==> src/hdl/acss_pkg.sv <==
// Package for the combined ADC and comparator acquisition sequencer.
// Assumes one 125 MHz core clock; times are given in ns and converted to cycle counts.
package acss_pkg;

	// Register byte offsets (Avalon-MM word addresses times four)
	localparam logic [7:0] ACSS_CTRL_OFS   = 8'h00; // acquisition_control_reg
	localparam logic [7:0] ACSS_CFG_OFS    = 8'h04; // acquisition_configuration_reg
	localparam logic [7:0] ACSS_POL_OFS    = 8'h08; // input_polarity_control_reg
	localparam logic [7:0] ACSS_ALERT_OFS  = 8'h0C; // alert enables and aux settle time
	localparam logic [7:0] ACSS_STAT_OFS   = 8'h10; // status
	localparam logic [7:0] ACSS_TIME_OFS   = 8'h14; // computed acquisition time in cycles
	localparam logic [7:0] ACSS_COEF_OFS   = 8'h18; // on-demand coefficient (read only)
	localparam logic [7:0] ACSS_FACT_OFS   = 8'h1C; // factory coefficient (read only)

	// Control register field positions
	localparam int ACSS_START_BIT  = 0;
	localparam int ACSS_TYPE_LSB   = 1;  // acquisition_type_field [2:1]
	localparam int ACSS_OVS_LSB    = 4;  // oversample_count_field [6:4]
	localparam int ACSS_SWEEP_BIT  = 7;  // cell_sweep_order_select
	localparam int ACSS_CALAPP_BIT = 8;  // calibration_apply_enable
	localparam int ACSS_DONE_BIT   = 0;  // acquisition_complete_flag in status

	// Acquisition types
	typedef enum logic [1:0] {
		ACSS_TYPE_ADC  = 2'h0,
		ACSS_TYPE_COMP = 2'h1,
		ACSS_TYPE_BOTH = 2'h2,
		ACSS_TYPE_CAL  = 2'h3
	} acss_type_t;

	// Times in ns and derived cycle counts
	localparam int ACSS_CLK_NS       = 8;
	localparam int ACSS_INIT_OVS_NS  = 15000;
	localparam int ACSS_INIT_ONE_NS  = 35000;
	localparam int ACSS_CELL_NS      = 9000;
	localparam int ACSS_BLK_NS       = 31500;
	localparam int ACSS_DTEMP_NS     = 33500;
	localparam int ACSS_VREF_NS      = 87750;
	localparam int ACSS_DAC_NS       = 20250;
	localparam int ACSS_DOTH_NS      = 5440;
	localparam int ACSS_AUX_NS       = 13500;
	localparam int ACSS_HVREC_NS     = 57000;
	localparam int ACSS_AUXSET_NS    = 6000;
	localparam int ACSS_CAL_NS       = 3750000;
	localparam int ACSS_INIT_OVS_CYC = ACSS_INIT_OVS_NS / ACSS_CLK_NS;
	localparam int ACSS_INIT_ONE_CYC = ACSS_INIT_ONE_NS / ACSS_CLK_NS;
	localparam int ACSS_CELL_CYC     = ACSS_CELL_NS / ACSS_CLK_NS;
	localparam int ACSS_BLK_CYC      = (ACSS_BLK_NS + ACSS_CLK_NS - 1) / ACSS_CLK_NS;
	localparam int ACSS_DTEMP_CYC    = (ACSS_DTEMP_NS + ACSS_CLK_NS - 1) / ACSS_CLK_NS;
	localparam int ACSS_VREF_CYC     = (ACSS_VREF_NS + ACSS_CLK_NS - 1) / ACSS_CLK_NS;
	localparam int ACSS_DAC_CYC      = (ACSS_DAC_NS + ACSS_CLK_NS - 1) / ACSS_CLK_NS;
	localparam int ACSS_DOTH_CYC     = ACSS_DOTH_NS / ACSS_CLK_NS;
	localparam int ACSS_AUX_CYC      = (ACSS_AUX_NS + ACSS_CLK_NS - 1) / ACSS_CLK_NS;
	localparam int ACSS_HVREC_CYC    = ACSS_HVREC_NS / ACSS_CLK_NS;
	localparam int ACSS_AUXSET_CYC   = ACSS_AUXSET_NS / ACSS_CLK_NS;
	localparam int ACSS_CAL_CYC      = ACSS_CAL_NS / ACSS_CLK_NS;

	// Diagnostic selection codes
	localparam logic [1:0] ACSS_DIAG_TEMP = 2'h0;
	localparam logic [1:0] ACSS_DIAG_VREF = 2'h1;
	localparam logic [1:0] ACSS_DIAG_DAC  = 2'h2;
	localparam logic [1:0] ACSS_DIAG_OTH  = 2'h3;

	// Reset values and coefficient constants
	localparam logic [31:0] ACSS_CFG_RST   = 32'h0000_0000;
	localparam logic [31:0] ACSS_FACT_COEF = 32'h0000_5A5A; // arbitrary factory coefficient
	localparam logic [31:0] ACSS_CAL_COEF  = 32'h0000_1234; // arbitrary computed coefficient

	// Configuration fields: cells [13:0], aux [19:14], block [20], diag en [21], diag sel [23:22],
	// thermistor mode [24], notch rate [26:25], aux settle [36:27] written and read only through alert reg [25:16]
	typedef struct packed {
		logic [9:0]  aux_settle_time_field;
		logic [1:0]  notch_rate_select;
		logic        thermistor_bias_mode;
		logic [1:0]  diag_sel;
		logic        diag_en;
		logic        block_voltage_measure_enable;
		logic [5:0]  aux_en;
		logic [13:0] cell_en;
	} acss_cfg_t;

	// Engine activity signals toward the analog front end
	typedef struct packed {
		logic adc_run;
		logic comp_run;
		logic pyramid;
		logic cal_src;
		logic hv_recover;
	} acss_eng_t;

	// Count enabled bits
	function automatic logic [4:0] acss_popcnt(input logic [13:0] v);
		logic [4:0] n;
		n = 5'h00;
		for (int i = 0; i < 14; i++) begin
			n = n + {4'h0, v[i]};
		end
		return n;
	endfunction : acss_popcnt

endpackage : acss_pkg

==> src/hdl/acss_seq.sv <==
// Combined ADC and comparator acquisition sequencer with on-demand calibration.
// Assumes an Avalon-MM master on core_clk_in and an analog front end reading the engine outputs.
//
// The register offsets and the Avalon-MM register port were chosen for this implementation.
`timescale 1ns/10ps
`default_nettype none

module acss_seq #(
	parameter int CAL_CYCLES = acss_pkg::ACSS_CAL_CYC // Calibration length in cycles
) (
	input  wire logic                core_clk_in,       // Core clock, 125 MHz
	input  wire logic                resetn_in,         // Synchronous reset, active low
	input  wire logic [7:0]          avs_address_in,    // Byte address
	input  wire logic                avs_read_in,       // Read request
	input  wire logic                avs_write_in,      // Write request
	input  wire logic [31:0]         avs_writedata_in,  // Write data
	input  wire logic [3:0]          avs_byteenable_in, // Byte enables
	output logic [31:0]              avs_readdata_out,  // Read data
	output logic                     avs_waitrequest_out, // Wait request
	output logic                     cmd_forward_out,   // Pulse: command passed down chain
	output acss_pkg::acss_eng_t      eng_out,           // Engine activity
	output logic [31:0]              coef_used_out      // Coefficient applied to results
);
	import acss_pkg::*;

	typedef enum logic [6:0] {
		ST_IDLE = 7'b000_0001,
		ST_INIT = 7'b000_0010,
		ST_BLK  = 7'b000_0100,
		ST_CELL = 7'b000_1000,
		ST_DIAG = 7'b001_0000,
		ST_AUX  = 7'b010_0000,
		ST_HV   = 7'b100_0000
	} acss_state_t;

	acss_state_t  state_q;
	acss_cfg_t    cfg_q;
	logic [31:0]  pol_q;
	logic [3:0]   alert_en_q;    // cell OV, cell UV, aux OV, aux UV
	logic [1:0]   type_q;
	logic [2:0]   ovs_q;
	logic         sweep_q;
	logic         cal_apply_q;
	logic         done_q;
	logic         cal_busy_q;
	logic         start_q;
	logic         ack_q;
	logic [31:0]  cnt_q;
	logic [7:0]   samp_left_q;
	logic [31:0]  coef_q;
	logic [31:0]  rdata_q;
	logic         fwd_q;
	logic [31:0]  acq_time_q;
	logic [31:0]  acq_time_d;
	logic [31:0]  cycle_time;
	logic [31:0]  init_time;
	logic [31:0]  settle_time;
	logic [31:0]  diag_time;
	logic [7:0]   samples;
	logic         req;
	logic         wr_acc;
	logic         cmd_ok;

	// Each request is answered one cycle after it is raised
	assign req                 = avs_read_in | avs_write_in;
	assign avs_waitrequest_out = req & ~ack_q;
	assign wr_acc              = avs_write_in & ack_q;
	assign cmd_ok              = wr_acc & ~cal_busy_q;
	assign avs_readdata_out    = rdata_q;
	assign cmd_forward_out     = fwd_q;

	always_ff @(posedge core_clk_in) begin
		if (!resetn_in) begin
			ack_q <= 1'b0;
		end else begin
			ack_q <= req & ~ack_q;
		end
	end

	// Every accepted write is forwarded, even when ignored during calibration
	always_ff @(posedge core_clk_in) begin
		if (!resetn_in) begin
			fwd_q <= 1'b0;
		end else begin
			fwd_q <= wr_acc;
		end
	end

	// Oversample code to sample count
	assign samples = 8'h01 << ((ovs_q == 3'h0) ? 3'h0 : 3'(ovs_q + 3'h1));

	// Acquisition time arithmetic
	always_comb begin
		diag_time = 32'h0;
		if (cfg_q.diag_en) begin
			unique case (cfg_q.diag_sel)
				ACSS_DIAG_TEMP: diag_time = 32'(ACSS_DTEMP_CYC);
				ACSS_DIAG_VREF: diag_time = 32'(ACSS_VREF_CYC);
				ACSS_DIAG_DAC:  diag_time = 32'(ACSS_DAC_CYC);
				ACSS_DIAG_OTH:  diag_time = 32'(ACSS_DOTH_CYC);
			endcase
		end
		init_time  = (samples > 8'h01) ? 32'(ACSS_INIT_OVS_CYC) : 32'(ACSS_INIT_ONE_CYC);
		cycle_time = 32'(acss_popcnt(cfg_q.cell_en)) * 32'(ACSS_CELL_CYC)
			+ (cfg_q.block_voltage_measure_enable ? 32'(ACSS_BLK_CYC) : 32'h0)
			+ diag_time
			+ 32'(acss_popcnt({8'h00, cfg_q.aux_en})) * 32'(ACSS_AUX_CYC);
		settle_time = 32'h0;
		if (cfg_q.thermistor_bias_mode && cfg_q.aux_en != 6'h00) begin
			settle_time = 32'(cfg_q.aux_settle_time_field) * 32'(ACSS_AUXSET_CYC);
			if (cfg_q.notch_rate_select == 2'h0) begin
				// Free run: earlier phases already count as settling
				if (settle_time > init_time + cycle_time) begin
					settle_time = settle_time - init_time - cycle_time;
				end else begin
					settle_time = 32'h0;
				end
			end
		end
		acq_time_d = init_time + settle_time + 32'(samples) * cycle_time
			+ 32'(samples - 8'h01) * 32'(ACSS_HVREC_CYC);
	end

	// Register writes; start strobes are never stored as readable state
	always_ff @(posedge core_clk_in) begin
		if (!resetn_in) begin
			cfg_q       <= acss_cfg_t'({5'h00, ACSS_CFG_RST}); // Settle field has no reset bits of its own
			pol_q       <= 32'h0;
			alert_en_q  <= 4'h0;
			type_q      <= ACSS_TYPE_ADC;
			ovs_q       <= 3'h0;
			sweep_q     <= 1'b0;
			cal_apply_q <= 1'b0;
			start_q     <= 1'b0;
		end else begin
			start_q <= 1'b0;
			if (cmd_ok && avs_address_in == ACSS_CTRL_OFS && avs_byteenable_in[0]) begin
				if (!done_q) begin
					type_q <= avs_writedata_in[ACSS_TYPE_LSB +: 2];
				end
				ovs_q   <= avs_writedata_in[ACSS_OVS_LSB +: 3];
				sweep_q <= avs_writedata_in[ACSS_SWEEP_BIT];
				start_q <= avs_writedata_in[ACSS_START_BIT] & (state_q == ST_IDLE);
			end
			if (cmd_ok && avs_address_in == ACSS_CTRL_OFS && avs_byteenable_in[1]) begin
				cal_apply_q <= avs_writedata_in[ACSS_CALAPP_BIT];
			end
			if (cmd_ok && avs_address_in == ACSS_CFG_OFS) begin
				cfg_q[21:0] <= avs_writedata_in[21:0];
				cfg_q[26:22] <= avs_writedata_in[26:22];
			end
			if (cmd_ok && avs_address_in == ACSS_POL_OFS) begin
				pol_q <= avs_writedata_in;
			end
			if (cmd_ok && avs_address_in == ACSS_ALERT_OFS) begin
				alert_en_q <= avs_writedata_in[3:0];
				cfg_q.aux_settle_time_field <= avs_writedata_in[25:16];
			end
		end
	end

	// Acquisition sequencer
	always_ff @(posedge core_clk_in) begin
		if (!resetn_in) begin
			state_q     <= ST_IDLE;
			cnt_q       <= 32'h0;
			samp_left_q <= 8'h00;
			cal_busy_q  <= 1'b0;
		end else begin
			unique case (state_q)
				ST_IDLE: begin
					if (start_q && type_q == ACSS_TYPE_CAL) begin
						cal_busy_q <= 1'b1;
						cnt_q      <= 32'(CAL_CYCLES) - 32'h1;
						state_q    <= ST_INIT;
					end else if (start_q) begin
						samp_left_q <= samples;
						cnt_q       <= init_time + settle_time - 32'h1;
						state_q     <= ST_INIT;
					end
				end
				ST_INIT: begin
					if (cnt_q != 32'h0) begin
						cnt_q <= cnt_q - 32'h1;
					end else if (cal_busy_q) begin
						cal_busy_q <= 1'b0;
						state_q    <= ST_IDLE;
					end else begin
						cnt_q   <= cfg_q.block_voltage_measure_enable ? 32'(ACSS_BLK_CYC) - 32'h1 : 32'h0;
						state_q <= ST_BLK;
					end
				end
				ST_BLK, ST_CELL, ST_DIAG, ST_AUX: begin
					if (cnt_q != 32'h0) begin
						cnt_q <= cnt_q - 32'h1;
					end else if (state_q == ST_BLK) begin
						cnt_q   <= 32'(acss_popcnt(cfg_q.cell_en)) * 32'(ACSS_CELL_CYC);
						state_q <= ST_CELL;
					end else if (state_q == ST_CELL) begin
						cnt_q   <= diag_time;
						state_q <= ST_DIAG;
					end else if (state_q == ST_DIAG) begin
						cnt_q   <= 32'(acss_popcnt({8'h00, cfg_q.aux_en})) * 32'(ACSS_AUX_CYC);
						state_q <= ST_AUX;
					end else if (samp_left_q > 8'h01) begin
						samp_left_q <= samp_left_q - 8'h01;
						cnt_q       <= 32'(ACSS_HVREC_CYC) - 32'h1;
						state_q     <= ST_HV;
					end else begin
						samp_left_q <= 8'h00;
						state_q     <= ST_IDLE;
					end
				end
				ST_HV: begin
					if (cnt_q != 32'h0) begin
						cnt_q <= cnt_q - 32'h1;
					end else begin
						state_q <= ST_BLK;
					end
				end
			endcase
		end
	end

	// Completion flag: set wins over a software clear in the same cycle
	always_ff @(posedge core_clk_in) begin
		if (!resetn_in) begin
			done_q <= 1'b0;
		end else if (state_q != ST_IDLE && cnt_q == 32'h0 &&
			(cal_busy_q || (state_q == ST_AUX && samp_left_q <= 8'h01))) begin
			done_q <= 1'b1;
		end else if (cmd_ok && avs_address_in == ACSS_STAT_OFS && avs_writedata_in[ACSS_DONE_BIT]) begin
			done_q <= 1'b0;
		end
	end

	// Coefficient store; factory value is a constant and has no write path
	always_ff @(posedge core_clk_in) begin
		if (!resetn_in) begin
			coef_q <= 32'h0;
		end else if (cal_busy_q && state_q == ST_INIT && cnt_q == 32'h0) begin
			coef_q <= ACSS_CAL_COEF;
		end
	end

	// Applied coefficient follows the apply bit only
	always_ff @(posedge core_clk_in) begin
		if (!resetn_in) begin
			coef_used_out <= ACSS_FACT_COEF;
		end else begin
			coef_used_out <= cal_apply_q ? coef_q : ACSS_FACT_COEF;
		end
	end

	// Latched duration for software inspection
	always_ff @(posedge core_clk_in) begin
		if (!resetn_in) begin
			acq_time_q <= 32'h0;
		end else if (start_q && type_q != ACSS_TYPE_CAL) begin
			acq_time_q <= acq_time_d;
		end
	end

	// Engine activity outputs; comparator gated per phase by the alert enables
	always_ff @(posedge core_clk_in) begin
		if (!resetn_in) begin
			eng_out <= '0;
		end else begin
			eng_out.cal_src    <= cal_busy_q;
			eng_out.adc_run    <= cal_busy_q || state_q inside {ST_BLK, ST_CELL, ST_DIAG, ST_AUX};
			eng_out.comp_run   <= !cal_busy_q && type_q == ACSS_TYPE_BOTH &&
				((state_q == ST_CELL && (alert_en_q[0] || alert_en_q[1])) ||
				 (state_q == ST_AUX && (alert_en_q[2] || alert_en_q[3])));
			eng_out.pyramid    <= (type_q == ACSS_TYPE_BOTH) ? 1'b1 : ~sweep_q;
			eng_out.hv_recover <= state_q == ST_HV;
		end
	end

	// Read data; unmapped addresses read zero, start bit reads zero
	always_ff @(posedge core_clk_in) begin
		if (!resetn_in) begin
			rdata_q <= 32'h0;
		end else if (avs_read_in && !ack_q) begin
			unique case (avs_address_in)
				ACSS_CTRL_OFS:  rdata_q <= {23'h0, cal_apply_q, sweep_q, ovs_q, 1'b0, type_q, 1'b0};
				ACSS_CFG_OFS:   rdata_q <= {5'h0, cfg_q[26:0]};
				ACSS_POL_OFS:   rdata_q <= pol_q;
				ACSS_ALERT_OFS: rdata_q <= {6'h0, cfg_q.aux_settle_time_field, 12'h0, alert_en_q};
				ACSS_STAT_OFS:  rdata_q <= {29'h0, cal_busy_q, state_q != ST_IDLE, done_q};
				ACSS_TIME_OFS:  rdata_q <= acq_time_q;
				ACSS_COEF_OFS:  rdata_q <= coef_q;
				ACSS_FACT_OFS:  rdata_q <= ACSS_FACT_COEF;
				default:        rdata_q <= 32'h0;
			endcase
		end
	end

endmodule : acss_seq

`default_nettype wire

==> config.mk <==
export PLATFORM = sky130hd
export DESIGN_NAME = acss_seq
export DESIGN_NICKNAME = d
export VERILOG_FILES = /design/src/hdl/acss_pkg.sv /design/src/hdl/acss_seq.sv
export SDC_FILE = /design/constraint.sdc
export NUM_CORES = 1
export LEC_CHECK = 0
export ABC_AREA = 1
export BUFFER_PORTS_ARGS = -buffer_cell sky130_fd_sc_hd__buf_2
export CORE_MARGIN = 2
export CORE_UTILIZATION = 36
export DETAILED_ROUTE_END_ITERATION = 8
export HOLD_SLACK_MARGIN = 0.06
export PLACE_DENSITY_LB_ADDON = 0.25
export SLEW_MARGIN = 15
export SYNTH_ARGS = -nofsm -noshare
export SYNTH_HDL_FRONTEND = slang
export SYNTH_SLANG_ARGS = --single-unit
export TNS_END_PERCENT = 100
==> constraint.sdc <==
create_clock -name core_clk_in -period 14.9 [get_ports core_clk_in]
set_input_delay 0.745 -clock core_clk_in [delete_from_list [all_inputs] [get_ports core_clk_in]]
set_output_delay 0.745 -clock core_clk_in [all_outputs]
set_load 0.1 [all_outputs]
Yosys cells after proc, flatten, opt, wreduce, memory -nomap -nowiden --
Index checks and enable logic that the tools add are counted.
Cells by class: $add $sub $neg 32, $mul 5, order comparisons 4, equality and inequality tests 34, shift-type cells 1, multiplexer cells 46, bitwise gates (word level) 9, reductions and logical operators 47
Operator list (count):
- 2-to-1 mux 32 bit | 14
- case mux 32 bit (4 select lines) | 2
- case mux 32 bit (8 select lines) | 1
- adder 13 x 32 -> 32 bit | 2
- adder 32 bit | 2
- subtractor 32 x 1 -> 32 bit (second input constant) | 2
- 2-to-1 mux 7 bit | 9
- 2-to-1 mux 8 bit | 7
- adder 5 x 1 -> 5 bit | 10
- adder 17 x 32 -> 32 bit | 1
- adder 32 x 16 -> 32 bit | 1
- equality test 8 x 5 -> 1 bit (second input constant) | 4
- greater-than comparator 20 x 32 -> 1 bit | 1
- zero test 32 bit | 1
- multiplier 8 x 32 -> 32 bit | 1
- nonzero test 32 bit | 1
- subtractor 32 bit | 1
- case mux 7 bit (4 select lines) | 1
- 2-to-1 mux 12 bit | 2
- multiplier 9 x 14 -> 23 bit (second input constant) | 1
- logical AND 1 bit | 21
- subtractor 20 x 13 -> 21 bit | 1
- != test 2 bit (second input constant) | 10
- multiplier 10 x 9 -> 19 bit (second input constant) | 1
- 50 further kinds | 81
Storage, ports and cells: bits in registers 212, output and inout bits 71

Depth between registers and ports, before layout --
Gate-level depths: netlist of the first run.
depth in word-level cells 27, gate-level depth with buffers 82

Least setup slack after synthesis of the first run --
OpenSTA, ideal clock, no wires.
kind flip-flop to flip-flop, from register cfg_q[5] (netlist bit), to register acq_time_q[28], library setup time 0.109 ns, arrival 13.104 ns, data required time 14.791 ns, setup slack 1.687 ns, cell stages (with the launch flop) 76, path buffers 1, clock period less this slack 13.213 ns, path through dfxtp_1 -> fa_1 -> inv_1 -> fa_1 -> fa_1 -> fa_1 -> inv_1 -> ha_1 -> fa_1 -> or2_2 -> nand2_1 -> inv_1 -> ha_1 -> ha_1 -> ha_1 -> xnor2_1 -> fa_1 -> inv_1 -> [... 40 more ...] -> inv_1 -> ha_1 -> a21o_1 -> a21oi_1 -> o21bai_1 -> a21oi_1 -> o21ai_1 -> a21boi_0 -> o21ai_1 -> a21boi_0 -> o21ai_1 -> a21oi_1 -> o21ai_1 -> a21oi_1 -> or2_1 -> nand3_1 -> nand2_1 -> inv_1
Between the ends: cells in the longest elaborated chain, start to end 21, elaborated cells on any way between the ends 23
RTL lines:
- start: declaration | line acss_seq.sv:37 | acss_cfg_t cfg_q;
- start signal: assignment | line acss_seq.sv:127 | cfg_q <= acss_cfg_t'({5'h00, ACSS_CFG_RST});
- adder 5 x 1 -> 5 bit * (9 in series) | line acss_pkg.sv:96 | n = n + {4'h0, v[i]};
- multiplier 5 x 11 -> 16 bit * | line acss_seq.sv:104 | cycle_time = 32'(acss_popcnt(cfg_q.cell_en)) * 32'(ACSS_CELL_CYC)
- adder 16 x 12 -> 17 bit * | line acss_seq.sv:105 | + (cfg_q.block_voltage_measure_enable ? 32'(ACSS_BLK_CYC) : 32'h0)
- adder 17 x 32 -> 32 bit * | line acss_seq.sv:106 | + diag_time
- adder 32 x 16 -> 32 bit * | line acss_seq.sv:107 | + 32'(acss_popcnt({8'h00, cfg_q.aux_en})) * 32'(ACSS_AUX_CYC);
- adder 13 x 32 -> 32 bit | line acss_seq.sv:113 | if (settle_time > init_time + cycle_time) begin
- greater-than comparator 20 x 32 -> 1 bit | line acss_seq.sv:113
- 2-to-1 mux 32 bit | line acss_seq.sv:113
- 2-to-1 mux 32 bit | line acss_seq.sv:111 | if (cfg_q.notch_rate_select == 2'h0) begin
- 2-to-1 mux 32 bit | line acss_seq.sv:109 | if (cfg_q.thermistor_bias_mode && cfg_q.aux_en != 6'h00) begin
- adder 13 x 32 -> 32 bit | line acss_seq.sv:120 | acq_time_d = init_time + settle_time + 32'(samples) * cycle_time
- adder 32 bit * | line acss_seq.sv:120
- adder 32 bit * | line acss_seq.sv:121 | + 32'(samples - 8'h01) * 32'(ACSS_HVREC_CYC);
- end signal: assignment | line acss_seq.sv:260 | acq_time_q <= acq_time_d;
- end: declaration | line acss_seq.sv:53 | logic [31:0] acq_time_q;
Mark *: on every way between the ends. The rest lies on a longest branch, timed or not. A chain may end at the register's enable or synchronous reset.

Worst setup path after layout of the first run --
Same ends and word-level chain as after synthesis.

==> results of run 1 <==
[report_power, final]
group | total (mW) | internal, mW | switching (mW)
Combinational | 0.736 | 0.223 | 0.513
Clock | 0.609 | 0.369 | 0.240
Sequential | 0.660 | 0.603 | 0.0569
Total | 2.01 | 1.20 | 0.810
[cell families after synthesis]
kind of cell    Yosys count  share of synthesized area
xor+xnor                124                     0.0427
fa+ha+maj               530                      0.321
simple gates           1234                      0.203
flops                   205                      0.158
compound gates          711                      0.152
other cells               1                   0.000144
buf+inv                 822                      0.124
[metrics by stage]
step / hold WS, ns / util / cell area [sq um] / setup slack, ns / cells
2_1_floorplan: 0.392 / - / 26100 / 1.69 / 3649
3_3_place_gp: 0.421 / 0.386 / 27600 / 0.439 / 4631
3_5_place_dp: 0.432 / 0.386 / 27600 / 0.335 / 4631
4_1_cts: 0.445 / 0.397 / 28400 / 0.251 / 4673
5_1_grt: 0.464 / 0.399 / 28500 / -0.0229 / 4679
6_report: 0.441 / 0.399 / 28500 / 1.01 / 4679
[cell usage in the layout, fill, tap and decap left out, types with 27 or more instances in the layout]
cell type	count
nand4_1	36
a21oi_1	284
o22ai_1	27
nand3_1	120
nor2_1	316
inv_1	692
nand2_1	614
nor3_1	36
buf_2	93
xor2_1	71
xnor2_1	50
ha_1	299
nand2_2	30
fa_1	231
dfxtp_1	205
o21ai_0	254
buf_4	53
[routing by layer]
metal	vias up	global-route usage	wire length, um
li1	11696	-	-
met1	11244	0.308	37900
met2	634	0.360	37500
met3	97	0.0193	4170
met4	2	0.0451	1870
met5	-	0	13
[synthesized netlist by cell type, drive strengths merged]
cell | n | area (sq um)
a2111oi | 3 | 26.3
a211oi | 8 | 60.1
a21boi | 4 | 30.0
a21o | 9 | 67.6
a21oi | 306 | 1590
a221oi | 6 | 52.6
a22o | 1 | 8.76
a311o | 1 | 10.0
a31o | 1 | 8.76
a31oi | 26 | 163
and2 | 3 | 18.8
and3 | 2 | 12.5
buf | 39 | 277
clkbuf | 72 | 270
clkinv | 6 | 22.5
conb | 1 | 3.75
dfxtp | 205 | 4100
fa | 231 | 4620
ha | 299 | 3740
inv | 705 | 2650
nand2 | 648 | 2520
nand3 | 129 | 691
nand3b | 5 | 37.5
nand4 | 36 | 225
nor2 | 336 | 1330
nor3 | 41 | 230
nor4 | 13 | 87.6
o2111ai | 4 | 35.0
o211ai | 12 | 90.1
o21a | 10 | 75.1
o21ai | 269 | 1350
o21bai | 7 | 63.8
o221ai | 9 | 78.8
o22ai | 27 | 169
o311ai | 1 | 8.76
o31ai | 4 | 30.0
o32ai | 2 | 17.5
o41ai | 1 | 8.76
or2 | 21 | 131
xnor2 | 53 | 490
xor2 | 71 | 622
[registers in the layout, indices dropped and copies added (netlist names), 2 cells and up]
signal and count:
acq_time_q 32, alert_en_q 4, avs_readdata_out 32, cfg_q 37, cnt_q 32, coef_used_out 3
eng_out 5, ovs_q 3, pol_q 32, samp_left_q 8, state_q 7, type_q 2
[worst min path at each step]
stage	startpoint	to	slack, ns	cells after the start
global placement	cal_apply_q	coef_used_out[11]	0.42	1
CTS	cal_apply_q	coef_used_out[11]	0.44	1
detailed placement	cal_apply_q	coef_used_out[11]	0.43	1
floorplan	cal_apply_q	coef_used_out[11]	0.39	1
finish	cal_apply_q	coef_used_out[11]	0.44	1
global route	cal_apply_q	coef_used_out[11]	0.46	1
[final cells by class]
class | instances | area (sq um) | share of cell area
Multi-Input combinational cell | 2622 | 18900 | 0.662
Sequential cell | 205 | 4100 | 0.144
Inverter | 711 | 2670 | 0.0936
Tap cell | 950 | 1190 | 0.0417
Timing Repair Buffer | 147 | 875 | 0.0307
Clock buffer | 36 | 727 | 0.0255
Clock inverter | 6 | 80.1 | 0.00281
Antenna cell | 2 | 5.00 | 0.000176
[timing repair]
action / in CTS / in global routing
gates resized for setup: 0 / 24
buffers inserted: 0 / 4
setup endpoints to repair: 0 / 15
hold buffers: 0 / 0
==> flow_summary.toml, run 1 <==
[clock_network]
clock_sinks = 205
numCtsBuffers = 24
cts.clk_slew.worst_paths_ns = 0.06
insertion_delay_ns = 0.54
cts_tree = "yes"
htreeDepth = 1
cts-root-buf = "clkbuf_16"
ctsLongestPathBuffers = 3

[global_routing]
grt_pass1_vias = 22818
grt.overflow.total = 0
grt_pass1_wl_mm = 128
antenna_found_initial = 3
grt_max_degree = 73
grt_usage = 0.217

[timing]
finalCriticalPeriod_ns = 13.89
fmax_mhz = 72.0
period_share = 0.933
timing.setup.tns_ns = 0
worstMarginPinSlew_ns = 1.08
maxSlewViolCount = 0
hold_viol_final = 0
setup_viol = 0
maxSlewHeadroom = 0.275
skew_ns = 0.0177

[layout]
fillerInstances = 7594
fin_nets = 4289
syn_to_final_growth_pct = 9.51
drive_above_1_share = 0.0843

[critical_path]
endpoint_kind = "register"
cp-startpoint = "cfg_q[5]"
critical_path_buf_inv_count = 11
r2r-start = "cfg_q[5]"
crit_slowest_cell = "fa_1"
crit_top_cell = "nand2_1"
reg2regPathDepth = 75
required_ns = 15.33
cp.depth = 75
startpoint_type = "register"
ff2ff_setup_slack_ns = 1.01
endpoint = "acq_time_q[28]"
reg2reg_to = "acq_time_q[28]"
critPathMaxStageDelay_ns = 0.60
path_class = "reg2reg"
critPathTopFamily = "adder cells"
cp_max_fo = 5
arrival_ns = 14.32

[drt]
vias = 23673
drt_iter0_drc = 1929
drt_wl_total_mm = 81.5
drc = 0
viasPerCell = 5.06
post_drt_wl_per_cell_um = 17.4
drt-pass1-iter-count = 6
ant_nets = 0

[flow_run]
maxCapViolCount = 0

[yosys]
syn_avg_cell_area_sq_um = 7.18
synth.distinct_cells = 59
syn-instance-count = 3627
synth_seq_cells = 205
syn_area_sq_mm = 0.0260
ys_seq_area_frac = 0.158
yosysWarnings = 0

[floorplanning]
die_h_um = 273
pin_count = 119
die_w_um = 273
die_area_sq_mm = 0.0745
num_rows = 98
initial_core_util = 0.364
core_area_sq_mm = 0.0715

[placed_design]
place.gp.congestion = 0.960
place_hpwl_mm = 67.4
numPortBuffers = 94

[pwr]
fin_total_pwr_mw = 2.01
powerDensity_mw_per_mm2 = 70.3
peakVddDrop_v = 0.0000911
p_leak_nw = 14.7

[min_path]
hold_path.class = "reg2reg"

[outcome]
outcome = "completed"
No activity file was read; power rests on OpenSTA's default activity.
==> inputs of run 2 (changes only) <==
--- a/config.mk
+++ b/config.mk
@@ -7,6 +7,7 @@
 export LEC_CHECK = 0
 export ABC_AREA = 1
 export BUFFER_PORTS_ARGS = -buffer_cell sky130_fd_sc_hd__buf_2
+export CORE_ASPECT_RATIO = 2
 export CORE_MARGIN = 2
 export CORE_UTILIZATION = 36
 export DETAILED_ROUTE_END_ITERATION = 8
==> run 2 against run 1 <==
  * Setup slack got worse by 0.095 ns
  * First-iteration DRC count decreased by 42%
  * Worst hold slack improved by 0.0064 ns
  * Sequential cell count unchanged
  * Sequential share of layout area about the same
  * Combinational power decreased by 0.8%
  * Cell area increased by 0.31%
  * Via count increased by 0.80%
  * Power decreased by 3.3%
  * Register-to-register slack got worse by 0.095 ns
  * Non-clock buffer count increased by 26
  * Critical endpoint unchanged
  * Largest cell class unchanged
==> flow_summary.toml, run 2 (synthesized netlist as in run 1, its figures left out) <==
[floorplanning]
die_area_sq_mm = 0.0746
core_area_sq_mm = 0.0717
die_w_um = 194
initial_core_util = 0.363
die_h_um = 384
pin_count = 119
num_rows = 139

[drt]
drt_iter0_drc = 1121
post_drt_wl_per_cell_um = 19.3
vias = 23862
drc = 0
drt_wl_total_mm = 90.1
viasPerCell = 5.12
ant_nets = 0
drt-pass1-iter-count = 6

[global_routing]
grt_pass1_wl_mm = 137
grt_usage = 0.239
antenna_found_initial = 1
grt.overflow.total = 0
grt_max_degree = 73
grt_pass1_vias = 24313

[timing]
setup_viol = 0
maxSlewHeadroom = 0.374
maxSlewViolCount = 0
hold_viol_final = 0
worstMarginPinSlew_ns = 0.938
period_share = 0.939
skew_ns = 0.0176
finalCriticalPeriod_ns = 13.99
fmax_mhz = 71.5

[flow_run]
maxCapViolCount = 0

[clock_network]
cts.clk_slew.worst_paths_ns = 0.08
insertion_delay_ns = 0.56
htreeDepth = 1
cts_tree = "yes"
clock_sinks = 205
cts-root-buf = "clkbuf_16"
ctsLongestPathBuffers = 3
hold_buffers = 0
numCtsBuffers = 20

[critical_path]
path_class = "reg2reg"
critPathMaxStageDelay_ns = 0.55
startpoint_type = "register"
endpoint_kind = "register"
crit_slowest_cell = "fa_1"
required_ns = 15.39
crit_top_cell = "nand2_1"
cp_max_fo = 7
arrival_ns = 14.48

[pwr]
comb_power_share = 0.376
powerDensity_mw_per_mm2 = 67.8
intPower_mw = 1.12
p_seq_frac = 0.340
p_switching_uw = 818
peakVddDrop_v = 0.0000945
p_leak_nw = 14.7
pwr-share-clk = 0.284
p_sw_frac = 0.422

[layout]
largest_reg_flops = 37
fin_util = 0.399
final_area_sq_mm = 0.0286
layout_common_cells = "685 x inv_1, 618 x nand2_1, 315 x nor2_1"
fillerInstances = 7671
syn_to_final_growth_pct = 9.84
layout_commonest_cell = "inv_1"
fin_nets = 4311
drive_above_1_share = 0.0937
diodes = 0
top_register = "cfg_q"

[placed_design]
place_hpwl_mm = 76.1
numPortBuffers = 94
place.gp.congestion = 1.02
dpl_cell_area_sq_mm = 0.0278

[outcome]
outcome = "completed"

[min_path]
hold_path.class = "in2reg"
-- run 2: area by class of cell --
cell class | count | area, sq um | area share
multi-input cells | 2622 | 18900 | 0.662
flip-flops and latches | 205 | 4100 | 0.144
inverters | 711 | 2670 | 0.0933
well taps | 916 | 1150 | 0.0401
repair buffers | 173 | 1070 | 0.0373
clock buffers | 24 | 546 | 0.0191
clock inverters | 11 | 136 | 0.00477
-- run 2: final timing paths --
check	startpoint	to	slack (ns)	cells after the start
hold / removal	avs_writedata_in[11]	pol_q[11]	0.45	3
hold reg to reg	pol_q[16]	pol_q[16]	0.45	2
setup / recovery	cfg_q[5]	acq_time_q[28]	0.91	77
setup reg to reg	cfg_q[5]	acq_time_q[28]	0.91	77
-- run 2: per-layer routing --
layer	part of all wire	global-route usage	wire [um]
met5	0	0	0
met4	0.12	0.238	10700
met3	0.033	0.0170	2990
met2	0.52	0.454	46900
met1	0.33	0.220	29500
-- run 2: power by group through the flow --
stage	clock, mW	combinational (mW)	sequential [mW]
after floorplan	0	0.524	0.662
after global placement	0	0.716	0.670
after detailed placement	0	0.720	0.671
after CTS	0.559	0.725	0.658
after global routing	0.576	0.817	0.669
final	0.550	0.730	0.660
-- run 2: through the flow --
stage	setup WS, ns	setup TNS [ns]	instances	hold slack, ns	total power [mW]
finish	0.910	0	4662	0.447	1.94
global route	-0.0105	-0.0105	4662	0.459	2.06
CTS	0.136	0	4658	0.432	1.94
detailed placement	0.242	0	4623	0.441	1.39
global placement	0.402	0	4623	0.437	1.39
floorplan	1.69	0	3649	0.392	1.19
-- run 2: what timing repair did --
action,in CTS,in global routing
buffers inserted,0,3
setup endpoints to repair,0,16
hold endpoints to repair,0,0
resized for setup,0,39
-- run 2: critical path: cells and delay by family (launching register included) --
family,cells,cell delay (ns)
buffers and inverters,13,1.09
flip-flops,1,0.34
AND/OR/NAND/NOR,24,2.75
AO/OA/AOI/OAI,21,2.95
adder cells (fa/ha/maj),17,6.46
XOR/XNOR,2,0.32
==> inputs of run 3 (changes only) <==
--- a/config.mk
+++ b/config.mk
@@ -9,10 +9,10 @@
 export BUFFER_PORTS_ARGS = -buffer_cell sky130_fd_sc_hd__buf_2
 export CORE_ASPECT_RATIO = 2
 export CORE_MARGIN = 2
-export CORE_UTILIZATION = 36
+export CORE_UTILIZATION = 25
 export DETAILED_ROUTE_END_ITERATION = 8
 export HOLD_SLACK_MARGIN = 0.06
-export PLACE_DENSITY_LB_ADDON = 0.25
+export PLACE_DENSITY_LB_ADDON = 0.08
 export SLEW_MARGIN = 15
 export SYNTH_ARGS = -nofsm -noshare
 export SYNTH_HDL_FRONTEND = slang
==> run 3 against run 2 <==
  * Clock power rose by 14%
  * Combinational power rose by 4.5%
  * Non-clock buffer count rose by 105
  * Register-to-register slack improved by 0.15 ns
  * Via count barely moved
  * Worst hold slack got worse by 0.0030 ns
  * First-iteration DRC count fell by 32%
  * Critical path type unchanged
==> flow_summary.toml, run 3 (synthesized netlist as in run 1, its figures left out) <==
[outcome]
outcome = "completed"

[drt]
drt_wl_total_mm = 108
ant_nets = 0
drt_iter0_drc = 758
viasPerCell = 4.58
drt-pass1-iter-count = 5
drc = 0
post_drt_wl_per_cell_um = 20.8
vias = 23856

[layout]
layout_commonest_cell = "inv_1"
final_area_sq_mm = 0.0301
drive_above_1_share = 0.113
syn_to_final_growth_pct = 15.5
layout.cells.non_filler = 5204
largest_reg_flops = 37
fin_util = 0.291
fillerInstances = 11491
top_register = "cfg_q"
layout_common_cells = "691 x inv_1, 617 x nand2_1, 317 x nor2_1"
fin_nets = 4416

[critical_path]
endpoint_kind = "register"
path_class = "reg2reg"
cp_max_fo = 4
crit_top_cell = "nand2_1"
required_ns = 15.35
critPathMaxStageDelay_ns = 0.56
arrival_ns = 14.28
crit_slowest_cell = "fa_1"
startpoint_type = "register"

[floorplanning]
initial_core_util = 0.252
pin_count = 119
die_h_um = 460
num_rows = 167
die_w_um = 232
die_area_sq_mm = 0.107
core_area_sq_mm = 0.103

[pwr]
peakVddDrop_v = 0.0000635
powerDensity_mw_per_mm2 = 68.4
p_leak_nw = 15.3

[timing]
finalWorstSetupSlack_ns = 1.06
period_share = 0.929
maxSlewHeadroom = 0.321
maxSlewViolCount = 0
fmax_mhz = 72.3
skew_ns = 0.0212
worstMarginPinSlew_ns = 1.02
hold_viol_final = 0
finalCriticalPeriod_ns = 13.84
setup_viol = 0

[global_routing]
grt_pass1_wl_mm = 160
antenna_found_initial = 0
grt_max_degree = 76
grt_usage = 0.203
grt_pass1_vias = 25146
grt.overflow.total = 0

[clock_network]
numCtsBuffers = 20
htreeDepth = 1
cts-root-buf = "clkbuf_16"
ctsLongestPathBuffers = 3
clock_sinks = 205
cts_tree = "yes"
insertion_delay_ns = 0.55
cts.clk_slew.worst_paths_ns = 0.08
hold_buffers = 0

[placed_design]
place.gp.congestion = 0.869
dpl_cell_area_sq_mm = 0.0293
post-place-ws_ns = 0.474
dpl.cell_count = 5167
numPortBuffers = 94
place_hpwl_mm = 92.9

[min_path]
hold_path.class = "reg2reg"

[flow_run]
maxCapViolCount = 0
-- run 3: changes by cell type in the layout (fill, tap and decap cells not counted), moves of 4 or more --
cell	before	now
buf_4	80	173
buf_12	0	11
inv_2	20	13
inv_1	685	691
bufinv_16	1	6
a21oi_1	283	287
ha_1	295	299
o21ai_1	10	14
-- run 3: final timing paths --
check	cells after the start	end	slack, ns	from
max	76	acq_time_q[28]	1.06	cfg_q[5]
min reg2reg	1	coef_used_out[12]	0.44	cal_apply_q
min	1	coef_used_out[12]	0.44	cal_apply_q
max reg2reg	76	acq_time_q[28]	1.06	cfg_q[5]
-- run 3: worst max-delay path: cells and delay by family (launching register included) --
family | cells | cell delay, ns
XOR/XNOR | 2 | 0.35
adder cells (fa/ha/maj) | 18 | 6.62
buffers and inverters | 9 | 0.68
AND/OR/NAND/NOR | 29 | 2.94
AO/OA/AOI/OAI | 18 | 2.77
flip-flops | 1 | 0.34
-- run 3: routing by layer --
metal | vias up | routed length (um) | GRT usage
met5 | - | 0 | 0
met4 | 0 | 7680 | 0.121
met3 | 149 | 1750 | 0.00705
met2 | 381 | 62300 | 0.423
met1 | 11392 | 36400 | 0.190
li1 | 11934 | - | -
-- run 3: final cells by class --
cell class	instances	area, sq um	area share
well taps	1352	1690	0.0563
inverters	711	2670	0.0889
flip-flops and latches	205	4100	0.136
clock inverters	12	243	0.00807
multi-input cells	2622	18800	0.626
repair buffers	278	2000	0.0664
diodes	1	2.50	0.0000832
clock buffers	23	522	0.0174
-- run 3: where the power goes --
group          internal [mW]  switching (mW)
Combinational          0.228           0.536
Sequential             0.603          0.0615
Clock                  0.361           0.268
-- run 3: per-stage QoR --
| step | hold WS (ns) | TNS, ns | power [mW] |
|---|---|---|---|
| 3_5_place_dp | 0.443 | 0 | 1.44 |
| 6_report | 0.444 | 0 | 2.06 |
| 2_1_floorplan | 0.392 | 0 | 1.19 |
| 4_1_cts | 0.426 | 0 | 2.09 |
| 3_3_place_gp | 0.440 | 0 | 1.45 |
| 5_1_grt | 0.457 | -0.00490 | 2.18 |
-- run 3: what timing repair did --
item                                    in CTS  in global routing
resized for setup                            0                 16
setup buffers                                0                  1
endpoints found under the setup margin       0                 12
